<file path="config.mk">
export PLATFORM = sky130hd
export DESIGN_NAME = dcc_smoother
export DESIGN_NICKNAME = d
export VERILOG_FILES = /design/src/hdl/dcc_smoother.sv
export SDC_FILE = /design/constraint.sdc
export NUM_CORES = 1
export LEC_CHECK = 0
export ABC_AREA = 1
export BUFFER_PORTS_ARGS = -buffer_cell sky130_fd_sc_hd__buf_2
export CORE_UTILIZATION = 55
export DETAILED_ROUTE_END_ITERATION = 8
export GPL_TIMING_DRIVEN = 1
export PLACE_DENSITY = 0.86
export SETUP_SLACK_MARGIN = 0.4
export SLEW_MARGIN = 25
export SYNTH_ARGS = -nofsm -noshare
export SYNTH_HDL_FRONTEND = slang
export SYNTH_SLANG_ARGS = --single-unit
</file>
<file path="constraint.sdc">
create_clock -name hclk -period 5.85 [get_ports hclk]
set_input_delay 0.8775 -clock hclk [delete_from_list [all_inputs] [get_ports hclk]]
set_output_delay 0.8775 -clock hclk [all_outputs]
set_load 0.02 [all_outputs]
</file>
<file path="src/hdl/dcc_smoother.sv">
// block-average smoothing filter for one channel
`timescale 1ns/1ps
`default_nettype none
module dcc_smoother (
  // clock and reset
  input wire logic hclk,
  input wire logic hresetn,
  input wire logic ce,
  // control
  input wire logic sample_en,
  input wire logic restart,
  input wire logic [1:0] depth_code,
  // data
  input wire logic [15:0] sample,
  output logic [15:0] avg_ff,
  output logic valid_ff
);
  logic [21:0] acc_ff;
  logic [6:0] cnt_ff;
  logic [21:0] sum;
  logic [6:0] last_idx;
  logic [4:0] shift;

  // depth is 4^code samples; code 0 passes samples straight through
  assign shift = {2'h0, depth_code, 1'b0};
  assign last_idx = 7'((7'h01 << shift) - 7'h01);
  assign sum = acc_ff + {6'h00, sample};

  always_ff @(posedge hclk or negedge hresetn) begin
    if (!hresetn) begin
      acc_ff <= 22'h000000;
      cnt_ff <= 7'h00;
      avg_ff <= 16'h0000;
      valid_ff <= 1'b0;
    end else if (ce) begin
      if (restart) begin
        acc_ff <= 22'h000000;
        cnt_ff <= 7'h00;
        valid_ff <= 1'b0;
      end else if (sample_en) begin
        if (cnt_ff >= last_idx) begin
          avg_ff <= 16'(sum >> shift);
          acc_ff <= 22'h000000;
          cnt_ff <= 7'h00;
          valid_ff <= 1'b1;
        end else begin
          acc_ff <= sum;
          cnt_ff <= cnt_ff + 7'h01;
        end
      end
    end
  end
endmodule : dcc_smoother
`default_nettype wire

</file>
Yosys cells after proc, flatten, opt, wreduce, memory -nomap -nowiden
Index checks and enable logic that the tools add are counted.
{"block": "totals", "regBits": 46, "latch_bits": 0, "ram_bits": 0, "rom_bits": 0, "input_bits": 23, "wordCells": 25, "memories": 0}
{"block": "classes", "n_addsub": 3, "n_mul": 0, "n_div": 0, "magnitude_cmp": 1, "eq_ne": 0, "shifts": 2, "muxes": 9, "bitwise_logic": 1, "n_reduce_logical": 5}
{"cell": "22-bit 2-to-1 mux", "n": 3}
{"cell": "22-bit by 16-bit adder with 22-bit output", "n": 1}
{"cell": "22-bit by 3-bit right shift with 16-bit output", "n": 1}
{"cell": "7-bit 2-to-1 mux", "n": 3}
{"cell": "7-bit by 1-bit adder with 7-bit output (second input constant)", "n": 1}
{"cell": "7-bit greater-or-equal comparator", "n": 1}
{"cell": "1-bit by 3-bit << shifter with 7-bit output (first input constant)", "n": 1}
{"cell": "7-bit by 1-bit subtractor with 7-bit output (second input constant)", "n": 1}
{"cell": "4-bit AND reduction", "n": 1}
{"cell": "2-bit nonzero test", "n": 2}
{"cell": "1-bit 2-to-1 mux", "n": 3}
{"cell": "3-bit AND reduction", "n": 1}
{"cell": "2-bit AND reduction", "n": 1}
{"cell": "1-bit NOT", "n": 1}

Depth between registers and ports, before layout
Gate-level depths: netlist (run 1).
{"block": "logic_depth", "word_depth": 6, "mapped_depth": 16}

Least setup slack after synthesis (run 1)
No wires, ideal clock.
{"block": "synth_timing", "kind": "input to register", "from": "input port depth_code[1]", "to": "register acc_ff[16]", "setup_ps": 83, "t_arrival_ps": 2747, "t_required_ps": 5767, "slack_ps": 3021, "stages": 11, "n_path_buf": 3, "cell_sequence": "clkbuf_1 > clkbuf_1 > nand2_1 > ha_1 > a21oi_1 > o21a_1 > o211ai_2 > nor2_2 > buf_2 > nand3_1 > o21ai_0"}
{"block": "synth_via", "elab_chain_cells": 6}
{"element": "start, declared", "line": "12", "source": "input wire logic [1:0] depth_code,"}
{"element": "1-bit by 3-bit << shifter with 7-bit output", "line": "26", "source": "assign last_idx = 7'((7'h01 << shift) - 7'h01);"}
{"element": "7-bit by 1-bit subtractor with 7-bit output", "line": "26"}
{"element": "7-bit greater-or-equal comparator", "line": "41", "source": "if (cnt_ff >= last_idx) begin"}
{"element": "22-bit 2-to-1 mux", "line": "41"}
{"element": "22-bit 2-to-1 mux", "line": "40", "source": "end else if (sample_en) begin"}
{"element": "22-bit 2-to-1 mux", "line": "36", "source": "if (restart) begin"}
{"element": "end signal, assigned", "line": "47", "source": "acc_ff <= sum;"}
{"element": "end, declared", "line": "18", "source": "logic [21:0] acc_ff;"}
No other way between the ends. The select of a mux whose other input is x is not followed.
A chain may end at the register's enable or synchronous reset.

Worst setup path after layout (run 1)
{"block": "layout_timing", "from": "input port depth_code[1]", "to": "register acc_ff[6]"}
The elaborated chain is that of the path after synthesis.

==> metrics, run 1 <==
status complete, but fails checks; failing checks DRC; worst slew pin tran 757 ps; CP Max Fanout 18; peak supply drop ~0.21 mV; Skew-Pair Late Insertion Delay around 300 ps; Cell Area, Synth around 3800 sq um; Sum Neg Setup Slack 0 ps; Vias/cell ~5.6; FF-to-FF setup slack 3480 ps; Mapped Cells 563; post-detail-place hpwl 7470 um; Die H between 80 and 90 um; CTS H-tree depth 2; Mapped Nets between 600 and 700; Post-synth ARST share between 90% and 100%; HP Class register to register; CTS Buf Count 5; critical path class primary input to register; Worst-path clk slew roughly 80 ps; first-pass GRT wire length approximately 16,000 um; reg-to-reg critical path startpoint acc_ff[0]; Initial Util 58.3%; Critical Path Sink acc_ff[6]; Slew HR between 40% and 50%; pin count of the biggest net entering global routing 47; Synth Flop Type dfrtp_1; Tmin final ~3000 ps; Critical Path Source Type primary input; IO Count 40; routed wire length per instance roughly 14 um; Yosys cell types 38; Register-to-Register Path Depth 15; CP endpoint kind register; Worst EP required ~6000 ps; Die X roughly 85 um; Worst Setup SP depth_code[1]; vias in the first global route about 3,500; fmax 334 MHz; Core Util, Final 64.1%; Synth Register Bits 46; Slew Limit Fails 0; CTS tree yes; total global routing overflow 0; MaxCap Viol Count 0; ant diodes 0; sequential area share after synthesis roughly 30%; Hold Buf Count CTS 0; CTS sink cnt between 40 and 50; clock buffer depth 2; post_cts resized 0; Placeable Area 6490 sq um; final cycle utilization of the critical path 51.1%; total global-route track usage about 28%; share of cells above drive strength 1 15.9%; site row count 29; worst r2r dst avg_ff[10]; Clock Tree Root clkbuf_8; DRT Pass-1 Iters 7; RSZ-0062 raised after global routing no; IO buf count 39; Avg Synthesized Cell Area just under 7 sq um; clock skew 6.26 ps; leak pwr between 2 and 2.5 nW; Final Hold Fails 0; Setup Fix Bufs, Post-CTS 0; PwrDens 402 nW/um^2; endpoints failing setup 0; Post-synth EDFFs 0; initial DRC count around 250; Area Overhead vs Synth 10.1%; Vias about 3,700; Final Net Count roughly 640; initial antenna violation count 0; Final ANT Viol Nets 0; YS warnings 0; crit path DAT 3200 ps; Final GP Congestion between 0.9 and 1; # DRC 2; die area about 7200 sq um; final WL 9600 um; Fillers around 620
[logic make-up (layout without fill, tap and decap cells)]
family	count (synthesis)	count (layout)	synth area share, %
DFF	46	46	30.4
adders and majority gates	25	25	8.46
xor gates and xnor gates	10	10	2.71
AOI/OAI and AO/OA	52	52	7.83
and+or+nand+nor	346	346	42.1
other	1	1	0.0991
buffers and inverters	83	116	8.36
[how the worst min path moves through the flow]
stage / start / to / slack [ps] / cells past startpoint
floorplan: acc_ff[15] / acc_ff[15] / 450 / 2
global placement: avg_ff[2] / avg_ff[2] / 460 / 2
detailed placement: avg_ff[6] / avg_ff[6] / 460 / 2
CTS: avg_ff[6] / avg_ff[6] / 480 / 2
global route: avg_ff[12] / avg_ff[12] / 500 / 2
finish: avg_ff[7] / avg_ff[7] / 480 / 2
[worst max-delay path, stage by stage]
cell and delay (ps):
buf_2 260, inv_2 200, ha_1 370, a21oi_1 130
o21ai_1 80, nand4_1 110, o211ai_2 120, nor2_2 600
inv_2 210, o31ai_1 250
[layout make-up]
| type | count | area, sq um | area share (%) |
|---|---|---|---|
| clock inverters | 2 | 60.1 | 1.44 |
| well taps | 77 | 96.3 | 2.31 |
| inverters | 69 | 259 | 6.22 |
| flip-flops and latches | 46 | 1150 | 27.6 |
| multi-input cells | 434 | 2320 | 55.7 |
| repair buffers | 39 | 198 | 4.74 |
| clock buffers | 6 | 82.6 | 1.98 |
[layer usage]
layer / global-route usage [%] / vias up / wire length [um]
met1: 35.2 / 1714 / 4210
met5: 0 / - / 0
met2: 49.3 / 119 / 4750
met4: 9.55 / 0 / 259
met3: 3.70 / 25 / 383
li1: - / 1883 / -
[power by group]
group | internal, mW | total, mW | leakage [nW] | switching [mW]
combinational | 0.302 | 0.913 | 1.63 | 0.611
sequential | 0.408 | 0.471 | 0.615 | 0.0627
clock | 0.182 | 0.291 | 0.0714 | 0.109
total | 0.892 | 1.67 | 2.31 | 0.783
[cells in the final DEF (no fill, tap or decap), types with 2 or more instances in the layout]
cell and count:
o21ai_0 12, nor2_1 30, nand3_2 8, nand2_2 19, nand3b_4 2, o31ai_1 3, xor2_2 2, inv_2 6
xor2_1 3, clkbuf_8 6, buf_2 38, dfrtp_1 46, a21oi_1 19, nand2_1 189, a22oi_1 2, a31oi_1 2
nor3_2 2, nand4_1 4, nor3_1 6, nor2_2 5, inv_1 63, o211ai_1 2, o21ai_1 6, ha_1 24
o22ai_1 3, xnor2_1 5, bufinv_16 2, nand3_1 75
[synth_stat cells, types with 6 or more instances]
master      n  area share, %
nand2_1   190             19
inv_2       6           0.59
clkbuf_1   10           0.99
nand2_2    18            3.0
o21ai_1     6           0.79
nor3_1      6           0.79
ha_1       24            7.9
inv_1      63            6.2
dfrtp_1    46             30
o21ai_0    12            1.6
nand3_1    75            9.9
a21oi_1    19            2.5
nor2_1     30            3.0
nand3_2     8            2.1
[stage by stage]
step	hold slack, ps	cells	instance area [sq um]	setup WS, ps	power (mW)
2_1_floorplan	453	563	3780	3020	1.14
3_3_place_gp	462	665	4020	2700	1.35
3_5_place_dp	460	665	4020	2610	1.37
4_1_cts	481	673	4160	2920	1.67
5_1_grt	501	673	4170	2630	1.80
6_report	479	673	4170	2860	1.67
[flip-flops by register name, summed over array words and instances, names as in the netlist]
register  cells
valid_ff      1
acc_ff       22
avg_ff       16
cnt_ff        7
Note: power is estimated with default switching activity, not from simulation.
==> inputs of run 2 (changes only) <==
==> constraint.sdc (replaced) <==
create_clock -name hclk -period 2.95 [get_ports hclk]
set_input_delay 0.4425 -clock hclk [delete_from_list [all_inputs] [get_ports hclk]]
set_output_delay 0.4425 -clock hclk [all_outputs]
set_load 0.02 [all_outputs]
==> metrics, run 2 (synthesis gave the netlist of run 1 again) <==
status complete, but fails checks; failing checks DRC; DRT Pass-1 Iters 9; Final Net Count ~650; initial DRC count 419; Setup Fix Bufs, Post-CTS 0; most frequent cells in the layout nand2_1 (190), nand3_1 (75), inv_1 (63), dfrtp_1 (46), buf_2 (38); critical path class primary input to register; total global-route track usage 30.0%; Slowest-stage cell, CP nor2_2; Flop pwr share between 20 and 30%; routed wire length per instance approximately 15 um; site row count 29; die area 7220 sq um; sw power between 1.5 and 2 mW; DP Cell Count 670; pin count of the biggest net entering global routing 47; Slew Limit Fails 0; Initial Util a little under 60%; Final ANT Viol Nets 0; post-detail-place hpwl 7900 um; CTS tree yes; worst slew pin tran 592 ps; max incr delay on CP around 430 ps; PwrDens 780 nW/um^2; CP endpoint kind register; CP top delay family compound AO/OA/AOI/OAI gates; final cycle utilization of the critical path approximately 80%; Hold Buf Count CTS 0; Die X about 85 um; CTS Buf Count 5; MaxCap Viol Count 0; fmax roughly 430 MHz; Clock Tree Root clkbuf_8; CTS sink cnt 46; Power Internal around 1.7 mW; Area Overhead vs Synth 10.1%; Largest Register acc_ff; IO buf count 39; commonest non-fill, non-tap cell in the layout nand2_1; endpoints failing setup 0; crit path cell chain buf_2, nand2_1, ha_1, a21oi_1, o21a_1, o211ai_2, nor2_2, inv_2, o31ai_1; max FFs per register 22; Placeable Area between 6000 and 7000 sq um; RSZ-0062 raised after global routing no; fin cells between 600 and 700; Tmin final roughly 2300 ps; Critical path buffers and inverters 2; Vias/cell between 5 and 6; clock skew between 10 and 15 ps; combinational share of power 56.6%; Worst-path clk slew ~90 ps; Final GP Congestion 0.949; share of cells above drive strength 1 16.5%; CP Max Fanout 19; Largest regs acc_ff: 22 flops, avg_ff: 16 flops, cnt_ff: 7 flops; first-pass GRT wire length between 15,000 and 20,000 um; post_cts resized 0; vias in the first global route around 3,800; clock buffer depth 2; Die H between 80 and 90 um; leak pwr 2.32 nW; final WL 10,200 um; Vias approximately 3,900; Worst EP required 3150 ps; ant diodes 0; initial antenna violation count 0; switching part of the total roughly 49%; total global routing overflow 0; peak supply drop ~0.44 mV; Final Hold Fails 0; crit path DAT around 2500 ps; Sum Neg Setup Slack 0 ps; # DRC 1; Clock Power Share between 10 and 15%; Slew HR 60.5%; Hold Worst Slack between 100 and 150 ps; CTS H-tree depth 2; HP Class primary input to async pin; Skew-Pair Late Insertion Delay roughly 300 ps; Critical Path Source Type primary input; IO Count 40; Power Total about 3.3 mW
[run 2: per-stage QoR]
| stage | util [%] | cell area (sq um) | worst slack [ps] |
|---|---|---|---|
| CTS | 64.1 | 4170 | 670 |
| global route | 64.2 | 4170 | 487 |
| detailed placement | 62.5 | 4060 | 365 |
| finish | 64.2 | 4170 | 632 |
| global placement | 62.5 | 4060 | 459 |
| floorplan | - | 3780 | 556 |
[run 2: worst paths after layout]
check | slack, ps | from | endpoint | cells past startpoint
max | 630 | depth_code[0] | acc_ff[4] | 9
min | 130 | hresetn | acc_ff[12] | 1
max reg2reg | 740 | acc_ff[0] | avg_ff[6] | 14
min reg2reg | 480 | avg_ff[15] | avg_ff[15] | 2
max in group asynchronous | 2400 | hresetn | cnt_ff[0] | 1
min in group hclk | 480 | avg_ff[15] | avg_ff[15] | 2
[run 2: routing by layer]
metal | track usage (%) | wire length [um] | part of all wire, % | up-vias
li1 | - | - | - | 1894
met1 | 36.6 | 4230 | 42 | 1755
met2 | 51.7 | 4850 | 48 | 173
met3 | 4.09 | 545 | 5.4 | 47
met4 | 15.4 | 554 | 5.4 | 0
met5 | 0 | 0 | 0 | -
[run 2: worst register-to-register path, stage by stage (launching register included)]
cell and delay, ps:
dfrtp_1 350, ha_1 210, inv_1 70, fa_1 400
inv_1 110, nand3_1 80, nand2_2 100, nand2_1 50
nand2_1 90, xnor2_1 200, nand2_1 80, o21ai_1 150
nand2_1 80, nand3_1 90, nand2_1 50
[run 2: power groups by stage]
stage / Clock, mW / Combinational [mW] / Sequential, mW
after floorplan: 0 / 1.23 / 1.02
after global placement: 0 / 1.77 / 0.946
after detailed placement: 0 / 1.80 / 0.951
after CTS: 0.477 / 1.81 / 0.938
after global routing: 0.497 / 2.05 / 0.955
final: 0.471 / 1.84 / 0.940
[run 2: cell type report]
cell class              instances  area [sq um]
inverters                      69           259
well taps                      77          96.3
repair buffers                 44           235
flip-flops and latches         46          1150
clock inverters                 3          40.0
fillers                       589          2330
multi-input cells             434          2320
clock buffers                   5          68.8
